### config.mk
export PLATFORM = sky130hd
export DESIGN_NAME = gsml_spi_master
export DESIGN_NICKNAME = d
export VERILOG_FILES = /design/src/rtl/gsml_pkg.sv /design/src/rtl/gsml_spi_master.sv
export VERILOG_INCLUDE_DIRS = /design/src /design/src/rtl
export SDC_FILE = /design/constraint.sdc
export NUM_CORES = 1
export LEC_CHECK = 0
export BUFFER_PORTS_ARGS = -buffer_cell sky130_fd_sc_hd__buf_2
export CORE_UTILIZATION = 50
export DETAILED_ROUTE_END_ITERATION = 10
export GPL_TIMING_DRIVEN = 0
export PLACE_DENSITY = 0.67
export SLEW_MARGIN = 15
export SYNTH_ARGS = -nofsm -noshare
export SYNTH_HDL_FRONTEND = slang
export SYNTH_SLANG_ARGS = --single-unit
### constraint.sdc
create_clock -name pclk -period 11.4 [get_ports pclk]
set_input_delay 2.85 -clock pclk [delete_from_list [all_inputs] [get_ports pclk]]
set_output_delay 2.85 -clock pclk [all_outputs]
set_load 0.02 [all_outputs]
### src/rtl/gsml_map.svh
/*
  Register offsets, field positions, reset values and timing counts
  for the GPIO SPI master with loopback.
  Assumes an 8-bit APB byte address and a 100 MHz pclk.
*/
`ifndef GSML_MAP_SVH
`define GSML_MAP_SVH

// Byte offsets, one aligned 32-bit word each
`define GSML_A_PINCFG   8'h00
`define GSML_A_FMT      8'h04
`define GSML_A_TX_LOW   8'h08
`define GSML_A_TX_MID   8'h0c
`define GSML_A_TX_HIGH  8'h10
`define GSML_A_RX_LOW   8'h14
`define GSML_A_RX_MID   8'h18
`define GSML_A_RX_HIGH  8'h1c
`define GSML_A_EXE      8'h20
`define GSML_A_DIAG     8'h24

// Field positions
`define GSML_F_SPI_EN   0
`define GSML_F_CPOL     0
`define GSML_F_CPHA     1
`define GSML_F_LEN_LO   2
`define GSML_F_LEN_HI   6
`define GSML_F_GO       0
`define GSML_F_SS       1
`define GSML_F_LOOP     0

// Reset values and the transfer length limit
`define GSML_R_LEN      5'h00
`define GSML_R_SS       1'b1
`define GSML_MAX_BITS   5'h18

// Serial clock half period
`define GSML_CLK_NS       10
`define GSML_SCLK_HALF_NS 40
`define GSML_SCLK_HALF_CYC (`GSML_SCLK_HALF_NS / `GSML_CLK_NS)

`endif

### src/rtl/gsml_pkg.sv
/*
  Types of the GPIO SPI master: pin bundle, engine state and the
  single packed state record of the block.
  Assumes gsml_map.svh for all numeric values.
*/
package gsml_pkg;

  typedef enum logic {
    GSML_IDLE,
    GSML_RUN
  } gsml_fsm_t;

  typedef struct packed {
    logic sclk;
    logic mosi;
    logic ss_n;
  } gsml_pins_t;

  typedef struct packed {
    logic       spi_en;
    logic       cpol;
    logic       cpha;
    logic [4:0] len;
    logic [23:0] tx;
    logic [23:0] rx;
    logic       ss_ctrl;
    logic       loopback;
    gsml_fsm_t  fsm;
    logic       cpha_l;
    logic [4:0] nbits;
    logic [2:0] div;
    logic [5:0] edges;
    logic       phase;
    logic [23:0] shout;
    logic [23:0] shin;
    logic       mosi;
    gsml_pins_t pins;
    logic       miso_s1;
    logic       miso_s2;
    logic [31:0] prdata;
  } gsml_state_t;

endpackage

### src/rtl/gsml_spi_master.sv
/*
  GPIO SPI master with internal loopback, an APB slave for software.
  Holds the register file, the serial shift engine and the pin drive.
  Assumes an APB master on pclk, an SPI slave on the pins and a pad
  ring that resolves pin levels from the output enables.
*/
// Register access over APB and the register addresses were left to the implementer.
// Overview of operation
// RULE1 - Pins act as SPI master only while SPI enable is one.
// RULE2 - Device generates the serial clock and times transfers by it.
// RULE3 - Outgoing data drives MOSI; incoming data is taken from MISO.
// RULE4 - Slave select is driven during transfers at software level.
// RULE5 - Polarity chooses inverted or non-inverted idle serial clock.
// RULE6 - Phase chooses sampling on first or second edge of a bit.
// RULE7 - Five-bit length field sets one to twenty-four bits per transfer.
// RULE8 - Three transmit bytes; first is least, third most significant.
// RULE9 - Execute write 0x01 drives select low and starts a transfer.
// RULE10 - Execute write 0x02 releases select high, starts nothing.
// RULE11 - Software writes: configure, load, start selected, wait, deselect.
// RULE12 - Received bits appear in three receive bytes before deselect.
// RULE13 - Loopback routes transmit data internally to the data input.
// RULE14 - During loopback all external pins hold their last state.
// RULE15 - Loopback ends with transmit bytes captured as receive bytes.
// RULE16 - Select pin freezes at its level when loopback was enabled.
// RULE17 - Loopback transfers are programmed and run as normal ones.
// RULE18 - Software sets polarity and phase before loopback, not during.
// RULE19 - Go bit reads zero again once all bits have shifted.
`timescale 1ns/10ps
`include "gsml_map.svh"

module gsml_spi_master (
  input  wire logic             pclk,
  input  wire logic             presetn,
  input  wire logic             psel,
  input  wire logic             penable,
  input  wire logic             pwrite,
  input  wire logic [7:0]       paddr,
  input  wire logic [31:0]      pwdata,
  input  wire logic [3:0]       pstrb,
  output      logic [31:0]      prdata,
  output      logic             pready,
  output      logic             pslverr,
  input  wire logic             spi_miso_i,
  output      gsml_pkg::gsml_pins_t spi_pin_o,
  output      gsml_pkg::gsml_pins_t spi_pin_oe
);

  localparam logic [2:0] HALF_LAST =
    3'(`GSML_SCLK_HALF_CYC - 1);

  gsml_pkg::gsml_state_t s_q;
  gsml_pkg::gsml_state_t s_d;

  logic        hit;
  logic        wr;
  logic        rd_setup;
  logic        go_wr;
  logic [4:0]  n_eff;
  logic [23:0] sh_load;
  logic [5:0]  last_edge;
  logic        sample;
  logic        miso_in;
  logic [23:0] shin_nx;
  logic [31:0] rdata;

  // Decode
  always_comb
  begin
    hit = 1'b1;
    if (paddr == `GSML_A_PINCFG)
      hit = 1'b1;
    else if (paddr == `GSML_A_FMT)
      hit = 1'b1;
    else if (paddr == `GSML_A_TX_LOW)
      hit = 1'b1;
    else if (paddr == `GSML_A_TX_MID)
      hit = 1'b1;
    else if (paddr == `GSML_A_TX_HIGH)
      hit = 1'b1;
    else if (paddr == `GSML_A_RX_LOW)
      hit = 1'b1;
    else if (paddr == `GSML_A_RX_MID)
      hit = 1'b1;
    else if (paddr == `GSML_A_RX_HIGH)
      hit = 1'b1;
    else if (paddr == `GSML_A_EXE)
      hit = 1'b1;
    else if (paddr == `GSML_A_DIAG)
      hit = 1'b1;
    else
      hit = 1'b0;
  end

  assign pready   = 1'b1;
  assign pslverr  = psel & penable & ~hit;
  assign wr       = psel & penable & pwrite & hit & pstrb[0];
  assign rd_setup = psel & ~penable & ~pwrite;
  assign go_wr    = wr && (paddr == `GSML_A_EXE)
                    && pwdata[`GSML_F_GO];

  // Read mux, captured in the setup phase so prdata is a flop
  always_comb
  begin
    rdata = 32'h0000_0000;
    if (paddr == `GSML_A_PINCFG)
      rdata[`GSML_F_SPI_EN] = s_q.spi_en;
    else if (paddr == `GSML_A_FMT)
    begin
      rdata[`GSML_F_CPOL] = s_q.cpol;
      rdata[`GSML_F_CPHA] = s_q.cpha;
      rdata[`GSML_F_LEN_HI:`GSML_F_LEN_LO] = s_q.len;
    end
    else if (paddr == `GSML_A_TX_LOW)
      rdata[7:0] = s_q.tx[7:0];
    else if (paddr == `GSML_A_TX_MID)
      rdata[7:0] = s_q.tx[15:8];
    else if (paddr == `GSML_A_TX_HIGH)
      rdata[7:0] = s_q.tx[23:16];
    else if (paddr == `GSML_A_RX_LOW)
      rdata[7:0] = s_q.rx[7:0];                           // RULE12
    else if (paddr == `GSML_A_RX_MID)
      rdata[7:0] = s_q.rx[15:8];
    else if (paddr == `GSML_A_RX_HIGH)
      rdata[7:0] = s_q.rx[23:16];
    else if (paddr == `GSML_A_EXE)
    begin
      rdata[`GSML_F_GO] = (s_q.fsm == gsml_pkg::GSML_RUN); // RULE19
      rdata[`GSML_F_SS] = s_q.ss_ctrl;
    end
    else if (paddr == `GSML_A_DIAG)
      rdata[`GSML_F_LOOP] = s_q.loopback;
  end

  // Length 0 runs one bit, above 24 runs 24
  always_comb
  begin
    if (s_q.len == 5'h00)
      n_eff = 5'h01;
    else if (s_q.len > `GSML_MAX_BITS)
      n_eff = `GSML_MAX_BITS;                             // RULE7
    else
      n_eff = s_q.len;
  end

  // MSB of the word sits at bit 23 of the shifter
  assign sh_load   = s_q.tx << (`GSML_MAX_BITS - n_eff);  // RULE8
  assign last_edge = 6'({s_q.nbits, 1'b0} - 6'h01);
  // Odd edge index is trailing
  assign sample    = s_q.cpha_l ? s_q.edges[0] : ~s_q.edges[0]; // RULE6
  // Loopback feeds the shifted-out bit straight back
  assign miso_in   = s_q.loopback ? s_q.mosi : s_q.miso_s2; // RULE13
  assign shin_nx   = {s_q.shin[22:0], miso_in};           // RULE3

  always_comb
  begin
    s_d = s_q;
    s_d.miso_s1 = spi_miso_i;
    s_d.miso_s2 = s_q.miso_s1;
    if (rd_setup)
      s_d.prdata = rdata;

    if (wr)
    begin
      if (paddr == `GSML_A_PINCFG)
        s_d.spi_en = pwdata[`GSML_F_SPI_EN];
      else if (paddr == `GSML_A_FMT)
      begin
        s_d.cpol = pwdata[`GSML_F_CPOL];                  // RULE5
        s_d.cpha = pwdata[`GSML_F_CPHA];
        s_d.len  = pwdata[`GSML_F_LEN_HI:`GSML_F_LEN_LO]; // RULE7
      end
      else if (paddr == `GSML_A_TX_LOW)
        s_d.tx[7:0] = pwdata[7:0];                        // RULE8
      else if (paddr == `GSML_A_TX_MID)
        s_d.tx[15:8] = pwdata[7:0];
      else if (paddr == `GSML_A_TX_HIGH)
        s_d.tx[23:16] = pwdata[7:0];
      else if (paddr == `GSML_A_EXE)
        s_d.ss_ctrl = pwdata[`GSML_F_SS];                 // RULE9 RULE10
      else if (paddr == `GSML_A_DIAG)
        s_d.loopback = pwdata[`GSML_F_LOOP];
    end

    case (s_q.fsm)
      gsml_pkg::GSML_IDLE:
      begin
        // Same start path in loopback and normal mode
        if (go_wr)                                         // RULE9 RULE17
        begin
          s_d.fsm    = gsml_pkg::GSML_RUN;
          s_d.cpha_l = s_q.cpha;
          s_d.nbits  = n_eff;
          s_d.div    = 3'h0;
          s_d.edges  = 6'h00;
          s_d.phase  = 1'b0;
          s_d.shin   = 24'h00_0000;
          s_d.shout  = sh_load;
          // Phase 0 puts the first bit out before the first edge
          if (!s_q.cpha)
          begin
            s_d.mosi  = sh_load[23];
            s_d.shout = {sh_load[22:0], 1'b0};
          end
        end
      end
      gsml_pkg::GSML_RUN:
      begin
        s_d.div = 3'(s_q.div + 3'h1);
        if (s_q.div == HALF_LAST)                          // RULE2
        begin
          s_d.div   = 3'h0;
          s_d.phase = ~s_q.phase;
          s_d.edges = 6'(s_q.edges + 6'h01);
          if (sample)
            s_d.shin = shin_nx;
          else
          begin
            s_d.mosi  = s_q.shout[23];                    // RULE3
            s_d.shout = {s_q.shout[22:0], 1'b0};
          end
          if (s_q.edges == last_edge)
          begin
            s_d.fsm = gsml_pkg::GSML_IDLE;                 // RULE19
            // Result right-aligned in the receive bytes
            s_d.rx  = sample ? shin_nx : s_q.shin;        // RULE12 RULE15
          end
        end
      end
      default:
        s_d.fsm = gsml_pkg::GSML_IDLE;
    endcase

    // Pins only follow the engine outside loopback, which also
    // keeps select at its level from the moment loopback began.
    // Changing polarity in loopback thus cannot reach the pads.
    if (!s_d.loopback)                                     // RULE14 RULE16 RULE18
    begin
      s_d.pins.sclk = s_d.cpol ^ s_d.phase;               // RULE5
      s_d.pins.mosi = s_d.mosi;
      s_d.pins.ss_n = s_d.ss_ctrl;                        // RULE4
    end
  end

  always_ff @(posedge pclk or negedge presetn)
  begin
    if (!presetn)
    begin
      s_q           <= '0;
      s_q.len       <= `GSML_R_LEN;
      s_q.ss_ctrl   <= `GSML_R_SS;
      s_q.pins.ss_n <= `GSML_R_SS;
      s_q.fsm       <= gsml_pkg::GSML_IDLE;
    end
    else
      s_q <= s_d;
  end

  assign prdata    = s_q.prdata;
  assign spi_pin_o = s_q.pins;
  // MISO is never driven; the other three only while enabled
  assign spi_pin_oe.sclk = s_q.spi_en;                    // RULE1
  assign spi_pin_oe.mosi = s_q.spi_en;
  assign spi_pin_oe.ss_n = s_q.spi_en;

endmodule

==> results by group, run 1 <==
Logic synthesis
  • Yosys warnings: 0
  • Synth cell types: 77
  • Compound-Gate Fraction of Synth Area: 0.165
  • Register area share after synthesis: 0.418
  • Simple-gate share of the synthesized area: 0.164
  • Largest family of logic cells by synthesized area: multiplexers
  • Post-synthesis mux area share: 0.165
  • Post-synth EDFFs: 0
  • #FFs+latches synth: 137
  • Mean Syn Cell Area: 9.69 sq um
  • Synthesized area: 8210 sq um
  • Area share of fa/ha/maj cells after synthesis: 0.00609
  • Top FF cell, synth: dfrtp_1
  • Synth async-reset ratio: 1.00
  • Gate count of the mapped netlist: 847
  • Synth Area in XOR/XNOR: 0.0107

Drt
  • Drt pass-1 iters: 5
  • WL/cell: 19.7 um
  • DR WL met2: 10,900 um
  • Highest metal used: met4
  • Via/cell ratio: 6.01
  • WL met3: around 1200 um
  • Post-Route WL: between 20,000 and 25,000 um
  • Detailed Route Iter0 Violations: between 600 and 700
  • Via count: 6,940
  • Metal-1 WL: around 10,000 um
  • # DRC: 0
  • Number of nets still failing antenna checks after routing: 0

Clock network
  • Clock sink total: 137
  • CTS resizes: 0
  • Clock root buffer master: clkbuf_16
  • Htree depth: 4
  • CTS tree: yes
  • Worst skew pair latency: 0.43 ns
  • Clock-pin slew on the worst setup and hold paths: roughly 0.06 ns
  • Clock buffer count from CTS: 17
  • CTS Hold Buffers Added: 0
  • Clock buffer depth: 2
  • Post-CTS setup buffer count: 0

Critical path
  • Critical Path Start Type: primary input
  • Reg2reg path depth: 12
  • WP data required: 8.55 ns
  • WP data arrival: 3.91 ns
  • R2r endpoint: spi_pin_o[1]
  • Crit path max-delay cell type: clkbuf_1
  • Worst r2r src: s_q[154]
  • CP max FO: 9
  • Max stage delay on crit path: 0.41 ns
  • Setup Crit Path Kind: in2out
  • R2r setup slk: ~7.0 ns
  • Worst path cell trace: clkbuf_1 -> o21ai_0 -> nand2_1 -> and3_1 -> buf_2
  • Setup crit end kind: primary output

Timing
  • Slew HR: 0.509
  • Slew Viols, Final: 0
  • Final setup vio count: 0
  • Unrepaired setup endpoints after global routing: no
  • Final min period: 6.76 ns
  • Sum Neg Setup Slack: 0 ns
  • Final Cycle Share: 0.593
  • Final hold violation count: 0
  • Skew final: between 0.009 and 0.01 ns
  • Fmax achieved: 148 MHz
  • PnR worst setup slack: between 4 and 5 ns
  • Worst slew pin tran: 0.733 ns

Die
  • Die Ht: 130 um
  • Initial core utilization: 0.515
  • Die ar.: 16,900 sq um
  • CORE AREA: 15,900 sq um
  • Die X: approximately 130 um
  • Top-Level Pins: 90
  • Row count: 46

Hold path
  • Hold depth: 0
  • Hold Crit Class: reg2reg
  • Hold Crit Endpoint: s_q[32]
  • Hold_sp: s_d[32]

Final layout
  • Area grow syn2layout: 14.6%
  • Layout cells sized above 1: 0.220
  • Final Net Count: ~980
  • Commonest non-fill, non-tap cell in the layout: dfrtp_1
  • Final non-filler cell total: between 1,000 and 1,500
  • Post-route cell area: about 9400 sq um
  • Most frequent cells in the layout: dfrtp_1, nand2_1, o21ai_0
  • Layout fillers: ~1,400
  • Antenna cells: 0

Outcome
  • Status: complete, no violations

Placed design
  • Final Wtd Congestion: 0.928
  • Port Buffers: 35
  • Place WS: 4.63 ns
  • Placed insts: 1,122
  • Cell Area, Placed: around 8800 sq um
  • Post-DP HPWL: 16,500 um

Global route
  • Largest net degree at the start of global routing: 79
  • Tot GR Track Use: 0.284
  • Gr ovfl total: 0
  • Initial antenna violation count: 0
  • Global-route wire length before repair: between 30,000 and 40,000 um
  • Vias in the first global route: 6,502

Flow run
  • Maxcap violations: 0

Pwr
  • PD cells: 132 nW/um^2
  • Peak VDD IR: 105 uV
  • Leakage: 4.04 nW
  • Total chip power: 1.24 mW
-- sequential cells by signal, summed over array words and instances (netlist names) --
register,flops
spi_pin_o,3
spi_pin_oe,1
s_q,124
s_d,1
prdata,8
-- worst max-delay path by stage --
stage	endpoint	cells after the start	start	slack, ns
2_1_floorplan	pslverr	4	paddr[3]	4.83
3_3_place_gp	pslverr	5	paddr[3]	4.63
5_1_grt	pslverr	5	paddr[3]	4.55
6_report	pslverr	5	paddr[3]	4.64
4_1_cts	pslverr	5	paddr[3]	4.65
3_5_place_dp	pslverr	5	paddr[3]	4.63
-- through the flow --
step           hold WS, ns   util
2_1_floorplan        0.331      -
3_3_place_gp         0.339  0.548
3_5_place_dp         0.340  0.551
4_1_cts              0.360  0.590
5_1_grt              0.362  0.590
6_report             0.355  0.590
-- critical path: cells and delay by family --
family	cells	cell delay, ns
compound gates	1	0.21
simple gates	2	0.28
buf+inv	2	0.57
-- cells in the mapped netlist, types with 3 or more instances --
master    count  share of area
mux2_2       45          0.062
ha_1          4         0.0061
o22a_1        6         0.0064
mux2i_1      38          0.046
nand3_1      40          0.024
buf_4        44          0.040
and2_1        5         0.0038
a222oi_1      7         0.0085
nand4_1       5         0.0038
xor2_1        4         0.0043
a22o_1        3         0.0032
buf_2        11         0.0067
clkbuf_1     35          0.016
xnor2_1       6         0.0064
or4_1         3         0.0027
dfrtp_1     135           0.41
mux4_2       19          0.052
nor2b_1       4         0.0030
nand2b_1      3         0.0023
o21a_1        3         0.0027
o221ai_1      6         0.0064
nor2_1       41          0.019
buf_1         3         0.0014
and3_1       12         0.0091
a31oi_1      10         0.0076
nand2_1     129          0.059
nor4_4        4          0.010
o21ai_1       3         0.0018
a221oi_1      7         0.0075
a211oi_1      5         0.0046
or3_1         3         0.0023
nor3_1        8         0.0049
a21oi_1      49          0.030
a22oi_1       9         0.0082
o211ai_1      4         0.0037
a211o_1       4         0.0043
o21ai_0      69          0.042
inv_1        12         0.0055
o31ai_1       3         0.0027
-- routing by layer --
metal / global-route usage / vias up
met1: 0.381 / 3436
met2: 0.457 / 249
met5: 0 / -
li1: - / 3202
met3: 0.0582 / 53
met4: 0.101 / 0
-- cell families after synthesis --
group | after synthesis
AOI/OAI and AO/OA | 210
xor gates and xnor gates | 10
adders and majority gates | 4
buffers and inverters | 106
DFF | 137
muxes | 104
other | 2
and+or+nand+nor | 274
-- final cells by class --
type,count,area [sq um],area share
sequential,137,3430,0.365
inverter,12,45.0,0.00479
multi-input combinational,627,4290,0.456
buffer,94,539,0.0573
clock inverter,12,164,0.0174
timing repair buffer,36,213,0.0226
clock buffer,20,457,0.0486
tap,216,270,0.0287
-- power by group --
part           leakage [nW]  internal [mW]  switching (mW)
Combinational          2.12         0.0559          0.0730
Sequential             1.63          0.513          0.0202
Clock                 0.295          0.359           0.223
Total                  4.04          0.927           0.316
Power figures use the tool's default switching activity.
==> inputs of run 2 (changes only) <==
Settings changed: ABC_AREA from default to 1.
Clock period 11.4 ns to 6.97 ns, I/O delays scaled along.
==> results by group, run 2 <==
Outcome
  • Status: complete, no violations

Critical path
  • Worst r2r src: s_q[156]
  • R2r setup slk: 4.03 ns
  • WP data required: 5.23 ns
  • WP data arrival: 2.60 ns
  • R2r endpoint: s_q[70]
  • CP max FO: 3
  • Critical Path Start Type: primary input
  • Setup crit end kind: primary output
  • Setup Crit Path Kind: in2out
  • Reg2reg path depth: 15

Clock network
  • CTS tree: yes
  • Clock sink total: 137
  • Worst skew pair latency: 0.43 ns
  • Htree depth: 4
  • Clock buffer depth: 2
  • CTS resizes: 0
  • CTS Hold Buffers Added: 0
  • Clock root buffer master: clkbuf_16
  • Post-CTS setup buffer count: 0
  • Clock buffer count from CTS: 17
  • Clock-pin slew on the worst setup and hold paths: 0.06 ns

Global route
  • Vias in the first global route: 7,514
  • Initial antenna violation count: 0
  • Global-route wire length before repair: 38,100 um
  • Gr ovfl total: 0
  • Tot GR Track Use: 0.296
  • Largest net degree at the start of global routing: 73

Logic synthesis
  • Post-synthesis mux area share: 0
  • #FFs+latches synth: 137
  • Simple-gate share of the synthesized area: 0.304
  • Synth top area cells: dfrtp_1, nand2_1, nand3_1
  • Synth async-reset ratio: 1.00
  • Largest area contributor in the netlist: dfrtp_1
  • Post-synth EDFFs: 0
  • Top-count cell post-synth: nand2_1
  • Register area share after synthesis: 0.412
  • Compound-Gate Fraction of Synth Area: 0.148
  • Synth top area share: 0.406
  • Area share of fa/ha/maj cells after synthesis: 0.00601
  • Mean Syn Cell Area: approximately 7.3 sq um
  • Top cells by count, synth: nand2_1, nand3_1, dfrtp_1
  • Gate count of the mapped netlist: 1,133
  • Synth cell types: 48
  • Synth Area in XOR/XNOR: 0.00827
  • Largest family of logic cells by synthesized area: simple AND/OR/NAND/NOR gates
  • Yosys warnings: 0
  • Top FF cell, synth: dfrtp_1
  • Synthesized area: approximately 8300 sq um

Drt
  • # DRC: 0
  • Via count: about 8,000
  • Drt pass-1 iters: 7
  • Number of nets still failing antenna checks after routing: 0
  • Post-Route WL: 23,400 um
  • WL/cell: 16.2 um
  • Via/cell ratio: 5.55
  • Detailed Route Iter0 Violations: 790

Final layout
  • Top reg by flops: s_q
  • Area grow syn2layout: 14.1%
  • Max reg flops: approximately 120
  • Layout cells sized above 1: 0.165
  • Final Net Count: 1,267
  • Commonest non-fill, non-tap cell in the layout: nand2_1
  • Layout fillers: 1,509
  • Most frequent cells in the layout: nand2_1, nand3_1, dfrtp_1
  • Antenna cells: 0

Timing
  • Skew final: roughly 0.0097 ns
  • Final hold violation count: 0
  • Sum Neg Setup Slack: 0 ns
  • Unrepaired setup endpoints after global routing: no
  • Fmax achieved: 230 MHz
  • Final Cycle Share: 0.623
  • Slew HR: 0.481
  • Slew Viols, Final: 0
  • Worst slew pin tran: 0.772 ns
  • Final setup vio count: 0
  • Final min period: 4.34 ns

Die
  • Die Ht: around 130 um
  • Initial core utilization: 0.518
  • CORE AREA: 16,100 sq um
  • Top-Level Pins: 90
  • Row count: 46
  • Die X: 131 um
  • Die ar.: 17,200 sq um

Pwr
  • PD cells: 194 nW/um^2
  • Leakage: 4.66 nW
  • Peak VDD IR: between 150 and 200 uV
  • Total chip power: 1.85 mW

Hold path
  • Hold Crit Endpoint: s_q[32]
  • Hold depth: 0
  • Hold Crit Class: reg2reg
  • Hold_sp: s_d[32]

Placed design
  • Port Buffers: 37
  • Post-DP HPWL: 17,400 um
  • Final Wtd Congestion: 0.958

Flow run
  • Maxcap violations: 0
[run 2: cell types whose count changed after synthesis, sizes merged, moves of 21 or more]
cell	delta
nand2	+148
nand3	+123
inv	+101
mux2	-46
mux2i	-38
nor2	+35
a21oi	+27
o22ai	+26
o21ai	+21
[run 2: area by class of cell]
type | count | area [sq um] | share of cell area
Clock buffer | 18 | 429 | 0.0452
Inverter | 115 | 434 | 0.0457
Tap cell | 216 | 270 | 0.0285
Sequential cell | 137 | 3430 | 0.361
Buffer | 91 | 572 | 0.0602
Timing Repair Buffer | 38 | 223 | 0.0235
Multi-Input combinational cell | 813 | 3980 | 0.419
Clock inverter | 14 | 163 | 0.0171
[run 2: worst max-delay path by stage]
stage	slack, ns	cells after the start	endpoint	start
after detailed placement	2.62	6	pslverr	paddr[7]
after CTS	2.61	6	pslverr	paddr[7]
after floorplan	2.91	4	pslverr	paddr[7]
final	2.63	6	pslverr	paddr[7]
after global routing	2.53	6	pslverr	paddr[7]
after global placement	2.22	1	s_q[92]	presetn
[run 2: kinds of logic after synthesis]
family          count (synthesis)
compound gates                219
fa+ha+maj                       4
xor+xnor                        7
buf+inv                       206
simple gates                  558
flops                         137
other cells                     2
[run 2: worst max-delay path, stage by stage]
cell	delay, ns
buf_2	0.10
nor2_2	0.13
nand3_1	0.16
o22ai_2	0.24
nor2_1	0.06
buf_2	0.16
[run 2: routing by layer]
metal | track usage | up-vias | wire [um]
met2 | 0.478 | 261 | 11000
met1 | 0.395 | 3832 | 10500
met5 | 0 | - | 0
li1 | - | 3871 | -
met3 | 0.0525 | 44 | 1210
met4 | 0.115 | 0 | 650
[run 2: through the flow]
stage / hold slack [ns] / std cells / util / worst slack [ns] / area (sq um)
after floorplan: 0.331 / 1156 / - / 2.91 / 8410
after global placement: 0.336 / 1409 / 0.552 / 2.22 / 8870
after detailed placement: 0.336 / 1410 / 0.555 / 2.62 / 8900
after CTS: 0.350 / 1442 / 0.591 / 2.61 / 9500
after global routing: 0.367 / 1442 / 0.591 / 2.53 / 9500
final: 0.348 / 1442 / 0.591 / 2.63 / 9500
[run 2: power breakdown]
group | total (mW) | switching (mW) | internal (mW) | leakage [nW]
logic | 0.108 | 0.0668 | 0.0415 | 2.75
registers | 0.813 | 0.00644 | 0.806 | 1.62
clock network | 0.925 | 0.389 | 0.536 | 0.282
==> inputs of run 3 (changes only) <==
Settings changed: ABC_AREA 1 to 0.
Clock period 6.97 ns to 4.2 ns, I/O delays scaled along.
==> results by group, run 3 (synthesis gave the netlist of run 1 again) <==
Drt
  • WL/cell: 19.7 um
  • Via count: 6,918
  • Post-Route WL: 22,700 um
  • Drt pass-1 iters: 5
  • # DRC: 0
  • Via/cell ratio: ~6.0
  • Number of nets still failing antenna checks after routing: 0
  • Detailed Route Iter0 Violations: 718

Timing
  • Final Cycle Share: 0.957
  • Final hold violation count: 0
  • Slew HR: 0.525
  • Slew Viols, Final: 0
  • Fmax achieved: 249 MHz
  • Worst slew pin tran: 0.702 ns
  • Hold WS: between 0.3 and 0.4 ns
  • Final min period: around 4 ns
  • Final setup vio count: 0
  • Skew final: 0.00871 ns
  • Unrepaired setup endpoints after global routing: no

Die
  • Row count: 46
  • Die Ht: 130 um
  • Initial core utilization: 0.515
  • Die ar.: roughly 17,000 sq um
  • CORE AREA: 15,900 sq um
  • Top-Level Pins: 90
  • Die X: 130 um

Placed design
  • Final Wtd Congestion: 0.928
  • Post-DP HPWL: 16,500 um
  • Port Buffers: 35
  • Cell Area, Placed: 8780 sq um

Clock network
  • Post-CTS setup buffer count: 0
  • Clock buffer count from CTS: 17
  • Clock-pin slew on the worst setup and hold paths: 0.06 ns
  • Clock sink total: 137
  • Worst skew pair latency: roughly 0.43 ns
  • Clock buffer depth: 2
  • CTS tree: yes
  • Clock root buffer master: clkbuf_16
  • Htree depth: 4

Critical path
  • CP top delay family: multiplexers
  • Crit. Startpoint: s_q[154]
  • Setup Crit Path Kind: reg2reg
  • CP max FO: 10
  • WP data required: about 4.5 ns
  • Crit path max-delay cell type: mux4_2
  • WP depth: 11
  • Worst r2r src: s_q[154]
  • WP data arrival: 4.32 ns
  • Setup crit end kind: flop
  • Reg2reg path depth: 11
  • R2r setup slk: 0.18 ns
  • Critical Path Start Type: flop
  • Max stage delay on crit path: 0.56 ns
  • CP endpoint: s_q[78]
  • Bufs and invs on worst path: 3
  • R2r endpoint: s_q[78]
  • Worst path cell trace: nor4_4 -> nor2_2 -> buf_2 -> buf_2 -> ha_1 -> clkbuf_4 -> mux4_2 -> mux2i_1 -> nor2_1 -> a211o_1 -> a221o_1
  • CP most frequent cell: buf_2

Final layout
  • Most frequent cells in the layout: dfrtp_1, nand2_1, o21ai_0
  • Max reg flops: 124
  • Post-route cell area: 9420 sq um
  • Reg area: around 3400 sq um
  • Antenna cells: 0
  • Post-layout util: 0.591
  • Commonest non-fill, non-tap cell in the layout: dfrtp_1
  • Top reg by flops: s_q
  • Layout fillers: ~1,400
  • Multi-input logic area: around 4300 sq um
  • Final Net Count: between 900 and 1,000
  • Area grow syn2layout: 14.7%
  • Layout cells sized above 1: 0.223

Outcome
  • Status: complete, no violations

Flow run
  • Maxcap violations: 0

Pwr
  • PD cells: roughly 360 nW/um^2
  • Leakage: ~4 nW
  • Peak VDD IR: 285 uV

Hold path
  • Hold Crit Class: reg2reg

Global route
  • Met1 GRT Util: 0.380
  • Largest net degree at the start of global routing: 79
  • Met3 Usage GRT: 0.0582
  • Vias in the first global route: 6,512
  • GRT Max-Usage Layer: met2
  • Initial antenna violation count: 0
  • GRT met2 Usage: 0.456
  • Tot GR Track Use: 0.284
  • Global-route wire length before repair: 35,900 um
  • Gr ovfl total: 0
[run 3: per-layer routing]
metal	up-vias	share of wire
met3	54	0.057
met2	257	0.47
met5	-	0
met1	3399	0.44
met4	0	0.028
li1	3208	-
[run 3: cell type report]
cell class,instances,share of cell area
plain buffers,93,0.0573
flip-flops and latches,137,0.364
clock buffers,20,0.0485
repair buffers,36,0.0226
inverters,12,0.00478
multi-input cells,627,0.456
well taps,216,0.0287
clock inverters,12,0.0174
[run 3: per-stage QoR]
stage	worst slack [ns]	std cells	total power [mW]	setup TNS (ns)
after CTS	0.00750	1154	3.39	0
final	0.180	1153	3.37	0
after detailed placement	-0.152	1122	1.82	-0.405
after global routing	0.0185	1153	3.50	0
after global placement	-0.128	1121	1.81	-0.435
after floorplan	0.544	870	1.70	0
[run 3: where the power goes]
group | switching, mW | internal [mW]
logic | 0.197 | 0.152
registers | 0.0549 | 1.39
clock network | 0.605 | 0.973
[run 3: how the worst min path moves through the flow]
stage / startpoint / end / slack [ns] / depth (start not counted)
detailed placement: s_d[32] / s_q[32] / 0.34 / 0
floorplan: s_d[32] / s_q[32] / 0.33 / 0
finish: s_d[32] / s_q[32] / 0.36 / 0
CTS: s_d[32] / s_q[32] / 0.36 / 0
global route: s_d[32] / s_q[32] / 0.36 / 0
global placement: s_d[32] / s_q[32] / 0.34 / 0
[run 3: what timing repair did]
action | in CTS | in global routing
hold buffers | 0 | 0
endpoints found under the setup margin | 4 | 14
gates resized for setup | 1 | 4
